[src/rtl/exsb_regs.svh]
// Offsets, field positions and widths of the exception status bank.
// Assumes inclusion by the bank and its helpers; definitions only.
`ifndef EXSB_REGS_SVH
`define EXSB_REGS_SVH

// ----------------------------------------------------------------
// Record indices (slot 0, subslot 10)
// ----------------------------------------------------------------
`define EXSB_SLOT                          16'h0000
`define EXSB_SUBSLOT                       16'h000a
`define EXSB_IDX_EXCEPTION_SUMMARY         16'h0040
`define EXSB_IDX_VENDOR_WARNING_DETAILS    16'h0042
`define EXSB_IDX_VENDOR_ERROR_DETAILS      16'h0044
`define EXSB_IDX_GLOBAL_WARNING_DETAILS    16'h0045
`define EXSB_IDX_GLOBAL_VENDOR_WARNING     16'h0046
`define EXSB_IDX_GLOBAL_ERROR_DETAILS      16'h0047
`define EXSB_IDX_GLOBAL_VENDOR_ERROR       16'h0048

// ----------------------------------------------------------------
// Summary bits
// ----------------------------------------------------------------
`define EXSB_SUM_DEV_WARN                  0
`define EXSB_SUM_VND_WARN                  1
`define EXSB_SUM_DEV_ERR                   2
`define EXSB_SUM_VND_ERR                   3

// ----------------------------------------------------------------
// Detail bit positions
// ----------------------------------------------------------------
`define EXSB_GLB_COMM_FIT                  1
`define EXSB_GLB_NVM_EXC                   3
`define EXSB_GVE_NVM_TIMEOUT               1
`define EXSB_GVE_CHECKSUM                  2
`define EXSB_GVE_RECORD                    3
`define EXSB_GVE_FILAMENT_MAT              5
`define EXSB_GVE_APS_CFG                   9
`define EXSB_GVE_INSUL_CFG                 10
`define EXSB_GVE_BOARD_CFG                 11
`define EXSB_VW_APS_RANGE                  8
`define EXSB_VE_FILAMENT_BROKEN            4
`define EXSB_VE_DIAPHRAGM_BROKEN           6

// Reset value of every status word
`define EXSB_WORD_RESET                    32'h0000_0000
`define EXSB_SUM_RESET                     8'h00

`endif

[src/rtl/exsb_pkg.sv]
// Types shared by the exception status bank.
// Assumes the register header is compiled alongside.
package exsb_pkg;

  // ----------------------------------------------------------------
  // Read port state
  // ----------------------------------------------------------------
  typedef enum logic [1:0] {
    EXSB_IDLE  = 2'b00,
    EXSB_REPLY = 2'b01,
    EXSB_ERROR = 2'b10
  } exsb_rd_state_type;

  typedef logic [31:0] exsb_word_type;

endpackage

[src/rtl/exsb_bank.sv]
// Read-only exception status bank answering acyclic record reads.
// Assumes a record-request front end that decodes frames into strobes.
//
// What this block does
// - Summary word derives continuously from detail words.
// - Summary bit is 1 while category active, 0 otherwise.
// - Summary bit 0 set when global device warning word nonzero.
// - Summary bit 1 set when vendor or global vendor warning nonzero.
// - Summary bit 2 set when global device error word nonzero.
// - Summary bit 3 set when vendor or global vendor error nonzero.
// - Global warning bit 1 on disturbed link or sensor mismatch.
// - Global warning and error bit 3 on nonvolatile memory exception.
// - Global vendor error bits 1,2,3: timeout, checksum, record error.
// - Global vendor error bits 5,9,10,11: configuration faults.
// - Vendor warning bit 8 while atmospheric sensor out of range.
// - Vendor error bit 4 broken filament, bit 6 broken diaphragm.
// - Global vendor warning word is reserved and reads zero.
`include "exsb_regs.svh"

module exsb_bank (
  input  wire logic        ref_clk_i,
  input  wire logic        arst_n_i,
  // Record request port
  input  wire logic        rec_req_i,
  input  wire logic        rec_wr_i,
  input  wire logic [15:0] rec_slot_i,
  input  wire logic [15:0] rec_subslot_i,
  input  wire logic [15:0] rec_index_i,
  output logic             rec_ack_o,
  output logic             rec_err_o,
  output logic [31:0]      rec_rdata_o,
  // Fault conditions from the sensor logic
  input  wire logic        comm_disturbed_i,
  input  wire logic        sensor_mismatch_i,
  input  wire logic        nonvolatile_flag_i,
  input  wire logic        nvm_timeout_i,
  input  wire logic        checksum_err_i,
  input  wire logic        record_err_i,
  input  wire logic        filament_material_i,
  input  wire logic        atmospheric_pressure_sensor_cfg_i,
  input  wire logic        insulation_config_i,
  input  wire logic        board_config_i,
  input  wire logic        atmospheric_pressure_sensor_range_i,
  input  wire logic        filament_broken_i,
  input  wire logic        diaphragm_broken_i,
  // Summary exposed for local indicators
  output logic [7:0]       summary_o
);

  // ----------------------------------------------------------------
  // Detail words
  // ----------------------------------------------------------------
  logic [31:0] glb_warn_w;
  logic [31:0] glb_err_w;
  logic [31:0] gv_err_w;
  logic [31:0] v_warn_w;
  logic [31:0] v_err_w;
  logic [31:0] gv_warn_w;
  logic [7:0]  summary_w;

  // Global device warning: link/fit and memory exception
  exsb_detail_word #(.NUM(2)) u_glb_warn (
    .ref_clk_i (ref_clk_i),
    .arst_n_i  (arst_n_i),
    .fault_i   ({nonvolatile_flag_i, comm_disturbed_i | sensor_mismatch_i}),
    .pos_i     ({5'(`EXSB_GLB_NVM_EXC), 5'(`EXSB_GLB_COMM_FIT)}),
    .word_o    (glb_warn_w)
  );

  // Global device error mirrors the warning layout
  exsb_detail_word #(.NUM(2)) u_glb_err (
    .ref_clk_i (ref_clk_i),
    .arst_n_i  (arst_n_i),
    .fault_i   ({nonvolatile_flag_i, comm_disturbed_i | sensor_mismatch_i}),
    .pos_i     ({5'(`EXSB_GLB_NVM_EXC), 5'(`EXSB_GLB_COMM_FIT)}),
    .word_o    (glb_err_w)
  );

  // Global vendor error: memory and configuration faults
  exsb_detail_word #(.NUM(7)) u_gv_err (
    .ref_clk_i (ref_clk_i),
    .arst_n_i  (arst_n_i),
    .fault_i   ({board_config_i, insulation_config_i, atmospheric_pressure_sensor_cfg_i,
                 filament_material_i, record_err_i, checksum_err_i,
                 nvm_timeout_i}),
    .pos_i     ({5'(`EXSB_GVE_BOARD_CFG), 5'(`EXSB_GVE_INSUL_CFG),
                 5'(`EXSB_GVE_APS_CFG), 5'(`EXSB_GVE_FILAMENT_MAT),
                 5'(`EXSB_GVE_RECORD), 5'(`EXSB_GVE_CHECKSUM),
                 5'(`EXSB_GVE_NVM_TIMEOUT)}),
    .word_o    (gv_err_w)
  );

  // Vendor warning: atmospheric sensor range
  exsb_detail_word #(.NUM(1)) u_v_warn (
    .ref_clk_i (ref_clk_i),
    .arst_n_i  (arst_n_i),
    .fault_i   (atmospheric_pressure_sensor_range_i),
    .pos_i     (5'(`EXSB_VW_APS_RANGE)),
    .word_o    (v_warn_w)
  );

  // Vendor error: broken sensing elements
  exsb_detail_word #(.NUM(2)) u_v_err (
    .ref_clk_i (ref_clk_i),
    .arst_n_i  (arst_n_i),
    .fault_i   ({diaphragm_broken_i, filament_broken_i}),
    .pos_i     ({5'(`EXSB_VE_DIAPHRAGM_BROKEN), 5'(`EXSB_VE_FILAMENT_BROKEN)}),
    .word_o    (v_err_w)
  );

  // Reserved word, tied so no future source can leak in
  assign gv_warn_w = `EXSB_WORD_RESET;

  // ----------------------------------------------------------------
  // Summary
  // ----------------------------------------------------------------
  // Follows the detail registers in the same cycle
  exsb_summary u_summary (
    .global_warning_i        (glb_warn_w),
    .vendor_warning_i        (v_warn_w),
    .global_vendor_warning_i (gv_warn_w),
    .global_error_i          (glb_err_w),
    .vendor_error_i          (v_err_w),
    .global_vendor_error_i   (gv_err_w),
    .summary_o               (summary_w)
  );

  assign summary_o = summary_w;

  // ----------------------------------------------------------------
  // Record decode
  // ----------------------------------------------------------------
  // Only slot 0, subslot 10 belongs to this bank
  wire addr_here = (rec_slot_i == `EXSB_SLOT) &&
                   (rec_subslot_i == `EXSB_SUBSLOT);

  logic        hit;
  logic [31:0] sel_data;

  // Index select; misses flag an error answer
  always_comb begin
    hit      = 1'b1;
    sel_data = `EXSB_WORD_RESET;
    case (rec_index_i)
      `EXSB_IDX_EXCEPTION_SUMMARY:      sel_data = {24'h00_0000, summary_w};
      `EXSB_IDX_VENDOR_WARNING_DETAILS: sel_data = v_warn_w;
      `EXSB_IDX_VENDOR_ERROR_DETAILS:   sel_data = v_err_w;
      `EXSB_IDX_GLOBAL_WARNING_DETAILS: sel_data = glb_warn_w;
      `EXSB_IDX_GLOBAL_VENDOR_WARNING:  sel_data = gv_warn_w;
      `EXSB_IDX_GLOBAL_ERROR_DETAILS:   sel_data = glb_err_w;
      `EXSB_IDX_GLOBAL_VENDOR_ERROR:    sel_data = gv_err_w;
      default:                          hit = 1'b0;
    endcase
  end

  // Writes are refused outright: nothing here is writable or clearable
  wire good_rd = rec_req_i && !rec_wr_i && addr_here && hit;
  wire bad_req = rec_req_i && !good_rd;

  // ----------------------------------------------------------------
  // Answer state
  // ----------------------------------------------------------------
  exsb_pkg::exsb_rd_state_type state_r;
  exsb_pkg::exsb_rd_state_type state_nxt;
  logic [31:0]                 rdata_r;
  logic [31:0]                 rdata_nxt;

  // One answer cycle after each request, then back to idle unless another request arrives in that cycle
  always_comb begin
    state_nxt = exsb_pkg::EXSB_IDLE;
    rdata_nxt = rdata_r;
    case (state_r)
      exsb_pkg::EXSB_IDLE,
      exsb_pkg::EXSB_REPLY,
      exsb_pkg::EXSB_ERROR: begin
        if (good_rd) begin
          state_nxt = exsb_pkg::EXSB_REPLY;
          rdata_nxt = sel_data;
        end else if (bad_req) begin
          state_nxt = exsb_pkg::EXSB_ERROR;
          rdata_nxt = `EXSB_WORD_RESET;
        end
      end
      default: state_nxt = exsb_pkg::EXSB_IDLE;
    endcase
  end

  always_ff @(posedge ref_clk_i or negedge arst_n_i) begin
    if (!arst_n_i) begin
      state_r <= exsb_pkg::EXSB_IDLE;
      rdata_r <= `EXSB_WORD_RESET;
    end else begin
      state_r <= state_nxt;
      rdata_r <= rdata_nxt;
    end
  end

  assign rec_ack_o   = (state_r == exsb_pkg::EXSB_REPLY) ||
                       (state_r == exsb_pkg::EXSB_ERROR);
  assign rec_err_o   = (state_r == exsb_pkg::EXSB_ERROR);
  assign rec_rdata_o = rdata_r;

endmodule

[src/rtl/exsb_detail_word.sv]
// One detail status word: places fault levels at their bit positions.
// Assumes fault inputs are synchronous to ref_clk_i.
`include "exsb_regs.svh"

module exsb_detail_word #(
  parameter int unsigned NUM = 4
) (
  input  wire logic        ref_clk_i,
  input  wire logic        arst_n_i,
  input  wire logic [NUM-1:0] fault_i,
  input  wire logic [NUM*5-1:0] pos_i,
  output logic [31:0]      word_o
);

  // ----------------------------------------------------------------
  // Placement
  // ----------------------------------------------------------------
  logic [31:0] word_nxt;
  logic [31:0] word_r;

  // Unlisted positions stay zero since only listed bits are ORed in
  always_comb begin
    word_nxt = `EXSB_WORD_RESET;
    for (int i = 0; i < NUM; i++) begin
      if (fault_i[i]) begin
        word_nxt[pos_i[i*5 +: 5]] = 1'b1;
      end
    end
  end

  // Registered so reads see a stable word
  always_ff @(posedge ref_clk_i or negedge arst_n_i) begin
    if (!arst_n_i) begin
      word_r <= `EXSB_WORD_RESET;
    end else begin
      word_r <= word_nxt;
    end
  end

  assign word_o = word_r;

endmodule

[src/rtl/exsb_summary.sv]
// Consolidated summary: one flag per category from the detail words.
// Assumes detail words are registered in the same clock domain.
`include "exsb_regs.svh"

module exsb_summary (
  input  wire logic [31:0] global_warning_i,
  input  wire logic [31:0] vendor_warning_i,
  input  wire logic [31:0] global_vendor_warning_i,
  input  wire logic [31:0] global_error_i,
  input  wire logic [31:0] vendor_error_i,
  input  wire logic [31:0] global_vendor_error_i,
  output logic [7:0]       summary_o
);

  // ----------------------------------------------------------------
  // Category flags
  // ----------------------------------------------------------------
  wire dev_warn = |global_warning_i;
  wire vnd_warn = |vendor_warning_i | |global_vendor_warning_i;
  wire dev_err  = |global_error_i;
  wire vnd_err  = |vendor_error_i | |global_vendor_error_i;

  // Combinational so the summary never lags its detail words
  always_comb begin
    summary_o = `EXSB_SUM_RESET;
    summary_o[`EXSB_SUM_DEV_WARN] = dev_warn;
    summary_o[`EXSB_SUM_VND_WARN] = vnd_warn;
    summary_o[`EXSB_SUM_DEV_ERR]  = dev_err;
    summary_o[`EXSB_SUM_VND_ERR]  = vnd_err;
  end

endmodule

[config.mk]
export PLATFORM = sky130hd
export DESIGN_NAME = exsb_bank
export DESIGN_NICKNAME = d
export VERILOG_FILES = /design/src/rtl/exsb_pkg.sv /design/src/rtl/exsb_bank.sv /design/src/rtl/exsb_detail_word.sv /design/src/rtl/exsb_summary.sv
export VERILOG_INCLUDE_DIRS = /design/src /design/src/rtl
export SDC_FILE = /design/constraint.sdc
export NUM_CORES = 1
export LEC_CHECK = 0
export ABC_CLOCK_PERIOD_IN_PS = 1500
export BUFFER_PORTS_ARGS = -buffer_cell sky130_fd_sc_hd__buf_2
export CAP_MARGIN = 0
export CORE_MARGIN = 2
export CORE_UTILIZATION = 36
export DETAILED_ROUTE_END_ITERATION = 12
export GPL_TIMING_DRIVEN = 0
export PLACE_DENSITY = 0.76
export SLEW_MARGIN = 20
export SYNTH_ARGS = -nofsm -noshare
export SYNTH_HDL_FRONTEND = slang
export SYNTH_SLANG_ARGS = --single-unit
[constraint.sdc]
create_clock -name ref_clk_i -period 1.5 [get_ports ref_clk_i]
set_input_delay 0.15 -clock ref_clk_i [delete_from_list [all_inputs] [get_ports ref_clk_i]]
set_output_delay 0.15 -clock ref_clk_i [all_outputs]
set_load 0.02 [all_outputs]
==> results.json, run 1 <==
{
  "final_cell_mix": "80 x buf_2, 33 x buf_4, 25 x conb_1, 25 x dfrtp_1, 14 x nand2_1",
  "rows": 22,
  "grt_pass1_vias": 1399,
  "period_needed_ps": 1550,
  "numPortBuffers": 81,
  "die-area_sq_mm": 0.00452,
  "antenna_found_initial": 0,
  "setup_slack_ps": -47.3,
  "dieHeight_um": 67.3,
  "cts_sinks": 25,
  "register_area_sq_um": 626,
  "clock_path_buffers": 2,
  "final-hold-violation-count": 0,
  "worstSetupStartpointType": "flip-flop",
  "dpl.cell_count": 299,
  "pwr-share-clk": 0.276,
  "rsz0062_at_grt": "yes",
  "routed_wl_um": 3670,
  "grt_max_degree": 26,
  "hold_ws_ps": 66.6,
  "start_util": 0.385,
  "cts_root_buf": "clkbuf_8",
  "slew_violations": 0,
  "stdcell_count": 318,
  "violations": "negative setup slack",
  "htreeDepth": 1,
  "fin_area_sq_mm": 0.00224,
  "crit_required_ps": 1690,
  "grt_first_pass_wirelength_um": 6130,
  "hp-class": "in -> reg",
  "power_density_mw_per_mm2": 634,
  "routedWlPerCell_um": 11.6,
  "dr.pass1.iters": 4,
  "layout_commonest_cell": "buf_2",
  "vias": 1441,
  "p_switching_w": 0.000375,
  "tritoncts": "done",
  "irDropWorstVdd_mv": 0.653,
  "post-place-ws_ps": -350,
  "p_comb_frac": 0.228,
  "tightest_slew_ps": 530,
  "fin_nets": 338,
  "fp.dieW_um": 67.3,
  "syn_area_sq_mm": 0.00144,
  "power_leakage_nw": 1.12,
  "path_class": "reg -> reg",
  "numCtsBuffers": 3,
  "syn_avg_cell_area_sq_um": 9.86,
  "fillers": 327,
  "multiInputGateArea_sq_um": 708,
  "cp-end-kind": "flip-flop",
  "yosysWarnings": 0,
  "fin_crit_sh": 1.03,
  "critPathMaxFanout": 6,
  "setup_violations": 4,
  "drtIter0Drc": 28,
  "clk_pin_slew_ps": 80,
  "place_area_sq_mm": 0.00202,
  "timing.slew.headroom": 0.647,
  "finalClockSkew_ps": 1.63,
  "status": "finished, violations left",
  "fin_setup_tns_ps": -80.8,
  "ys_seq_area_frac": 0.434,
  "ios": 107,
  "grt_overflow": 0,
  "hpwl_um": 2760,
  "synth_cell_type_count": 36,
  "gp_congestion": 0.795,
  "ant_nets": 0,
  "routed_via_density": 4.53,
  "seq_power_share": 0.496,
  "insertion_delay_ps": 260,
  "fmax_mhz": 646,
  "diodes": 0,
  "max_cap_viol_count": 0,
  "ys_ff_latch": 25,
  "cp.arrival_ps": 1740,
  "syn_to_final_growth_pct": 55.4,
  "core_sq_mm": 0.00374,
  "grt_use_total": 0.173,
  "drive_gt1_frac": 0.504,
  "drc": 0,
  "internal_power_w": 0.00104,
  "swShare": 0.264,
  "netlist_instances": 146
}
## path summary, 6_finish.rpt
kind / startpoint / endpoint / slack, ps / cells after the start
max in group asynchronous: arst_n_i / rec_rdata_o[11]$_DFFE_PN0P_ / 740 / 2
min reg2reg: rec_rdata_o[10]$_DFFE_PN0P_ / rec_rdata_o[10]$_DFFE_PN0P_ / 490 / 2
min: comm_disturbed_i / u_glb_err.word_o[1]$_DFF_PN0_ / 70 / 2
max: state_r[1]$_DFF_PN0_ / rec_rdata_o[9]$_DFFE_PN0P_ / -50 / 6
max reg2reg: state_r[1]$_DFF_PN0_ / rec_rdata_o[9]$_DFFE_PN0P_ / -50 / 6
min in group asynchronous: arst_n_i / u_v_err.word_o[4]$_DFF_PN0_ / 400 / 2
## area by class of cell
type	count	area share
well taps	48	0.0268
inverters	2	0.00335
clock buffers	3	0.0184
multi-input cells	111	0.316
flip-flops and latches	25	0.279
clock inverters	1	0.00335
plain buffers	30	0.0978
repair buffers	98	0.254
## routing by layer
metal | vias up | wire length (um) | GRT usage
met4 | 0 | 11 | 0.0230
met5 | - | 0 | 0
met3 | 2 | 253 | 0.0350
li1 | 731 | - | -
met1 | 654 | 1420 | 0.193
met2 | 54 | 1990 | 0.343
## cells in the mapped netlist, drive strengths merged
library cell	n	area share
ha	2	0.017
nand4	7	0.030
nand3	4	0.014
nand4b	1	0.0061
o31ai	4	0.024
a21boi	1	0.0052
or4	5	0.029
a31oi	1	0.0043
nand2	14	0.036
dfrtp	25	0.43
o21ai	8	0.028
or4b	3	0.021
mux2	1	0.0078
inv	2	0.0052
nor4	7	0.041
a21oi	2	0.0070
clkbuf	3	0.0078
and4b	2	0.014
o21ba	1	0.0070
nand2b	3	0.013
conb	1	0.0026
buf	29	0.15
nor2b	2	0.0087
a211oi	1	0.0052
and4	1	0.0061
nor3	3	0.010
nor3b	2	0.014
nor4b	4	0.024
or2	4	0.017
nor2	3	0.0078
## logic make-up (layout without fill, tap and decap cells)
kind of cell	count (synthesis)	after routing	synth area share
multiplexers	1	1	0.00782
AO/OA/AOI/OAI	18	18	0.0808
other	1	25	0.00260
adder cells (fa/ha/maj)	2	2	0.0174
AND/OR/NAND/NOR	65	65	0.293
flip-flops	25	25	0.434
buffers and inverters	34	134	0.164
## repair_timing
item / 4_1_cts / 5_1_grt
resized for setup: 2 / 7
hold endpoints to repair: 36 / 0
hold buffers: 12 / 0
pin swaps: 8 / 6
buffers inserted: 4 / 1
setup endpoints to repair: 9 / 13
## stage by stage
| step | utilization | power (W) |
|---|---|---|
| after floorplan | - | 0.000887 |
| after global placement | 0.538 | 0.000999 |
| after detailed placement | 0.538 | 0.00100 |
| after CTS | 0.588 | 0.00141 |
| after global routing | 0.598 | 0.00150 |
| final | 0.598 | 0.00142 |
## power by group through the flow
stage               sequential [W]  combinational, W  clock, W
global route              0.000705          0.000358  0.000432
detailed placement        0.000714          0.000289         0
global placement          0.000714          0.000285         0
CTS                       0.000701          0.000317  0.000397
finish                    0.000703          0.000324  0.000392
floorplan                 0.000711          0.000175         0
## flip-flops by register name, summed over array words and instances, names as in the netlist
name              count
state_r               2
u_glb_err.word_o      2
rec_rdata_o          11
u_v_err.word_o        2
u_gv_err.word_o       7
u_v_warn.word_o       1
## worst max-delay path: stages (launching register included)
cell and delay [ps]:
dfrtp_1 390, ha_2 190, nand2b_4 160, nor4_4 270, buf_4 190, nand4_1 110, o21ai_1 170
Note: power is estimated with default switching activity, not from simulation.
==> run 2: changes to the inputs <==
--- a/config.mk
+++ b/config.mk
@@ -6,10 +6,10 @@
 export SDC_FILE = /design/constraint.sdc
 export NUM_CORES = 1
 export LEC_CHECK = 0
-export ABC_CLOCK_PERIOD_IN_PS = 1500
+export ABC_CLOCK_PERIOD_IN_PS = 1250
 export BUFFER_PORTS_ARGS = -buffer_cell sky130_fd_sc_hd__buf_2
 export CAP_MARGIN = 0
-export CORE_MARGIN = 2
+export CORE_MARGIN = 4
 export CORE_UTILIZATION = 36
 export DETAILED_ROUTE_END_ITERATION = 12
 export GPL_TIMING_DRIVEN = 0
==> constraint.sdc (replaced) <==
create_clock -name ref_clk_i -period 1.25 [get_ports ref_clk_i]
set_input_delay 0.125 -clock ref_clk_i [delete_from_list [all_inputs] [get_ports ref_clk_i]]
set_output_delay 0.125 -clock ref_clk_i [all_outputs]
set_load 0.02 [all_outputs]
==> results.json, run 2 (synthesis gave the netlist of run 1 again) <==
{
  "grtUsageMet2": 0.266,
  "grt_use_met1": 0.174,
  "drtIter0Drc": 15,
  "cts_root_buf": "clkbuf_8",
  "status": "finished, violations left",
  "drc": 0,
  "grt_use_total": 0.144,
  "post-place-ws_ps": -581,
  "setup_slack_ps": -261,
  "fin_crit_sh": 1.21,
  "start_util": 0.382,
  "die-area_sq_mm": 0.00508,
  "routed_via_density": 4.51,
  "grt_use_met3": 0.0224,
  "largest_reg_flops": 11,
  "tritoncts": "done",
  "grt_overflow": 0,
  "power_leakage_nw": 1.19,
  "numPortBuffers": 81,
  "fin_nets": 342,
  "fillers": 312,
  "critPathMaxFanout": 6,
  "drive_gt1_frac": 0.533,
  "final-hold-violation-count": 0,
  "dpl.cell_count": 299,
  "numCtsBuffers": 3,
  "setup_violations": 17,
  "fp.dieW_um": 71.3,
  "core_sq_mm": 0.00377,
  "grt_first_pass_wirelength_um": 6080,
  "hpwl_um": 3020,
  "timing.slew.headroom": 0.652,
  "cp_cell_sequence": "ha_2 > nand2b_4 > nor4_4 > buf_4 > nand4_1 > o21ai_1",
  "hp-class": "in -> reg",
  "grt_max_degree": 26,
  "insertion_delay_ps": 260,
  "syn_to_final_growth_pct": 65.5,
  "period_needed_ps": 1510,
  "ant_nets": 0,
  "tightest_slew_ps": 522,
  "fin_setup_tns_ps": -2490,
  "diodes": 0,
  "max_cap_viol_count": 0,
  "clock_path_buffers": 2,
  "slew_violations": 0,
  "path_class": "reg -> reg",
  "cp.arrival_ps": 1700,
  "cts_sinks": 25,
  "routed_wl_um": 3810,
  "worst_path_max_delay_cell": "dfrtp_1",
  "vias": 1453,
  "cp-end-kind": "flip-flop",
  "dieHeight_um": 71.3,
  "busiest_layer": "met2",
  "irDropWorstVdd_mv": 0.814,
  "rows": 22,
  "ios": 107,
  "layout_commonest_cell": "buf_2",
  "fin_util": 0.632,
  "antenna_found_initial": 0,
  "dr.pass1.iters": 4,
  "routedWlPerCell_um": 11.8,
  "gp_congestion": 0.792,
  "fmax_mhz": 662,
  "htreeDepth": 1,
  "max_stage_delay_ps": 390,
  "clk_pin_slew_ps": 80,
  "power_density_mw_per_mm2": 723,
  "finalClockSkew_ps": 4.59,
  "violations": "negative setup slack",
  "grt_pass1_vias": 1422,
  "worstSetupStartpointType": "flip-flop",
  "rsz0062_at_grt": "yes",
  "final_cell_mix": "74 x buf_2, 35 x buf_4, 25 x conb_1, 25 x dfrtp_1, 14 x nand2_1",
  "stdcell_count": 322,
  "crit_required_ps": 1440
}
[run 2: changes by cell type in the layout (fill, tap and decap cells not counted), moves of 2 or more]
cell     delta
buf_2       -6
buf_6       +7
buf_4       +2
nand3_2     -2
or4b_4      +2
[run 2: metrics by stage]
step	hold WS [ps]	power, W	area, sq um
2_1_floorplan	-171	0.00107	1580
3_3_place_gp	127	0.00120	2040
3_5_place_dp	132	0.00121	2040
4_1_cts	44.7	0.00171	2330
5_1_grt	56.1	0.00182	2380
6_report	44.7	0.00172	2380
[run 2: power breakdown]
| group | total (W) | switching [W] | internal (W) |
|---|---|---|---|
| combinational | 0.000422 | 0.000197 | 0.000224 |
| sequential | 0.000845 | 0.0000154 | 0.000829 |
| clock | 0.000457 | 0.000235 | 0.000222 |
[run 2: repair_timing]
| item | in CTS | in global routing |
|---|---|---|
| endpoints found under the setup margin | 16 | 17 |
| pin swaps | 12 | 15 |
| resized for setup | 17 | 9 |
| cloned | 0 | 0 |
| endpoints found under the hold margin | 36 | 0 |
| hold buffers | 12 | 0 |
| buffers inserted | 7 | 2 |
[run 2: per-layer routing]
| layer | vias to the layer above | wire (um) |
|---|---|---|
| li1 | 735 | - |
| met1 | 646 | 1400 |
| met2 | 66 | 2080 |
| met3 | 6 | 291 |
| met4 | 0 | 33 |
| met5 | - | 0 |
[run 2: worst max-delay path, delay by kind of cell (launching register included)]
family | cells | cell delay [ps]
simple gates | 3 | 520
compound gates | 1 | 150
fa+ha+maj | 1 | 190
flops | 1 | 390
buf+inv | 1 | 180
[run 2: layout make-up]
class	count	area (sq um)	area share
well taps	48	60.1	0.0252
plain buffers	30	235	0.0987
inverters	2	7.51	0.00315
flip-flops and latches	25	626	0.262
repair buffers	102	646	0.271
clock inverters	1	5.00	0.00210
clock buffers	3	41.3	0.0173
multi-input cells	111	763	0.320
[run 2: path summary, 6_finish.rpt]
path | start | to | slack [ps] | cells after the start
hold reg to reg | rec_rdata_o[3]$_DFFE_PN0P_ | rec_rdata_o[3]$_DFFE_PN0P_ | 480 | 2
max in group asynchronous | arst_n_i | rec_rdata_o[5]$_DFFE_PN0P_ | 530 | 2
setup / recovery | state_r[1]$_DFF_PN0_ | rec_rdata_o[10]$_DFFE_PN0P_ | -260 | 6
hold / removal | comm_disturbed_i | u_glb_err.word_o[1]$_DFF_PN0_ | 40 | 2
setup reg to reg | state_r[1]$_DFF_PN0_ | rec_rdata_o[10]$_DFFE_PN0P_ | -260 | 6
min in group asynchronous | arst_n_i | u_gv_err.word_o[1]$_DFF_PN0_ | 370 | 2
==> run 3: changes to the inputs <==
--- a/config.mk
+++ b/config.mk
@@ -9,11 +9,11 @@
 export ABC_CLOCK_PERIOD_IN_PS = 1250
 export BUFFER_PORTS_ARGS = -buffer_cell sky130_fd_sc_hd__buf_2
 export CAP_MARGIN = 0
-export CORE_MARGIN = 4
 export CORE_UTILIZATION = 36
 export DETAILED_ROUTE_END_ITERATION = 12
 export GPL_TIMING_DRIVEN = 0
 export PLACE_DENSITY = 0.76
+export SKIP_LAST_GASP = 1
 export SLEW_MARGIN = 20
 export SYNTH_ARGS = -nofsm -noshare
 export SYNTH_HDL_FRONTEND = slang
==> results.json, run 3 (synthesis gave the netlist of run 1 again) <==
{
  "clock_path_buffers": 2,
  "grt_overflow": 0,
  "grt_use_total": 0.191,
  "post-place-ws_ps": -603,
  "routedWlPerCell_um": 11.8,
  "final-hold-violation-count": 0,
  "die-area_sq_mm": 0.00426,
  "critPathMaxFanout": 4,
  "hpwl_um": 2620,
  "final_cell_mix": "75 x buf_2, 35 x buf_4, 25 x conb_1, 25 x dfrtp_1, 13 x nand2_1",
  "max_stage_delay_ps": 390,
  "rr_worst_depth": 7,
  "timing.slew.headroom": 0.650,
  "status": "finished, violations left",
  "grt_use_met1": 0.193,
  "drc": 0,
  "drive_gt1_frac": 0.552,
  "busiest_layer": "met2",
  "path_class": "reg -> reg",
  "grt_max_degree": 26,
  "syn_to_final_growth_pct": 70.3,
  "grtUsageMet2": 0.379,
  "gp_congestion": 0.848,
  "fmax_mhz": 651,
  "period_needed_ps": 1540,
  "tightest_slew_ps": 525,
  "antenna_found_initial": 0,
  "cp_cell_sequence": "ha_2 > nand2b_4 > buf_4 > buf_6 > a211oi_2 > nand2_1 > o31ai_2",
  "drtIter0Drc": 23,
  "numPortBuffers": 81,
  "fin_util": 0.655,
  "layout_commonest_cell": "buf_2",
  "largest_reg_flops": 11,
  "clk_pin_slew_ps": 80,
  "max_cap_viol_count": 0,
  "power_density_mw_per_mm2": 718,
  "rsz0062_at_grt": "yes",
  "vias": 1488,
  "grt_use_met3": 0.0382,
  "hp-class": "in -> reg",
  "violations": "negative setup slack",
  "rows": 22,
  "dr.pass1.iters": 4,
  "grt_pass1_vias": 1451,
  "cts_sinks": 25,
  "insertion_delay_ps": 270,
  "place_area_sq_mm": 0.00204,
  "finalClockSkew_ps": 1.22,
  "routed_via_density": 4.58,
  "ios": 107,
  "routed_wl_um": 3840,
  "numCtsBuffers": 3,
  "fin_nets": 345,
  "worst_path_max_delay_cell": "dfrtp_1",
  "irDropWorstVdd_mv": 0.697,
  "cts_root_buf": "clkbuf_8",
  "slew_violations": 0,
  "setup_violations": 16,
  "fin_area_sq_mm": 0.00245,
  "worstSetupStartpointType": "flip-flop",
  "fp.dieW_um": 65.3,
  "cp.arrival_ps": 1720,
  "dieHeight_um": 65.3,
  "cp-end-kind": "flip-flop",
  "grt_first_pass_wirelength_um": 6320,
  "tritoncts": "done",
  "fillers": 301,
  "power_leakage_nw": 1.23,
  "min_path_cells": 2,
  "crit_required_ps": 1440,
  "setup_slack_ps": -285,
  "diodes": 0,
  "fin_crit_sh": 1.23,
  "htreeDepth": 1,
  "core_sq_mm": 0.00374,
  "ant_nets": 0,
  "start_util": 0.385
}
run 3: path summary, 6_finish.rpt:
kind	startpoint	to	slack [ps]
worst max-delay path	state_r[1]$_DFF_PN0_	rec_rdata_o[3]$_DFFE_PN0P_	-290
worst min-delay path	comm_disturbed_i	u_glb_err.word_o[1]$_DFF_PN0_	40
worst max register to register	state_r[1]$_DFF_PN0_	rec_rdata_o[3]$_DFFE_PN0P_	-290
worst min register to register	rec_rdata_o[6]$_DFFE_PN0P_	rec_rdata_o[6]$_DFFE_PN0P_	490
max in group asynchronous	arst_n_i	rec_rdata_o[3]$_DFFE_PN0P_	540
min in group asynchronous	arst_n_i	u_gv_err.word_o[9]$_DFF_PN0_	360
run 3: metal layers:
| metal | up-vias | part of all wire |
|---|---|---|
| met2 | 54 | 0.60 |
| met4 | 0 | 0.010 |
| met5 | - | 0 |
| met3 | 5 | 0.051 |
| met1 | 691 | 0.34 |
| li1 | 738 | - |
run 3: area by class of cell:
class / instances / area, sq um / share of cell area
inverter: 2 / 7.51 / 0.00306
sequential: 25 / 626 / 0.255
buffer: 30 / 236 / 0.0964
clock inverter: 1 / 5.00 / 0.00204
timing repair buffer: 105 / 673 / 0.274
tap: 48 / 60.1 / 0.0245
clock buffer: 3 / 41.3 / 0.0168
multi-input combinational: 111 / 803 / 0.328
run 3: worst max-delay path, delay by kind of cell, from the launching register on:
kind	cells	cell delay, ps
buf+inv	2	250
fa+ha+maj	1	190
compound gates	2	370
simple gates	2	250
flops	1	390
run 3: what timing repair did:
item | 4_1_cts | 5_1_grt
hold buffers | 12 | 0
pin swaps | 14 | 21
hold endpoints to repair | 36 | 0
buffers inserted | 7 | 5
resized for setup | 17 | 17
setup endpoints to repair | 17 | 17
gates cloned | 0 | 0
run 3: metrics by stage:
step,hold WS [ps],power (W),setup TNS [ps],instances
finish,35.4,0.00176,-3240,325
global placement,127,0.00120,-4880,299
detailed placement,129,0.00121,-5090,299
CTS,36.7,0.00171,-2310,320
global route,43.8,0.00183,-4430,325
floorplan,-171,0.00107,-2590,170
run 3: power breakdown:
part           total (W)  internal (W)  switching [W]
clock network   0.000479      0.000223       0.000256
logic           0.000437      0.000232       0.000205
registers       0.000845      0.000829      0.0000157
total            0.00176       0.00128       0.000476
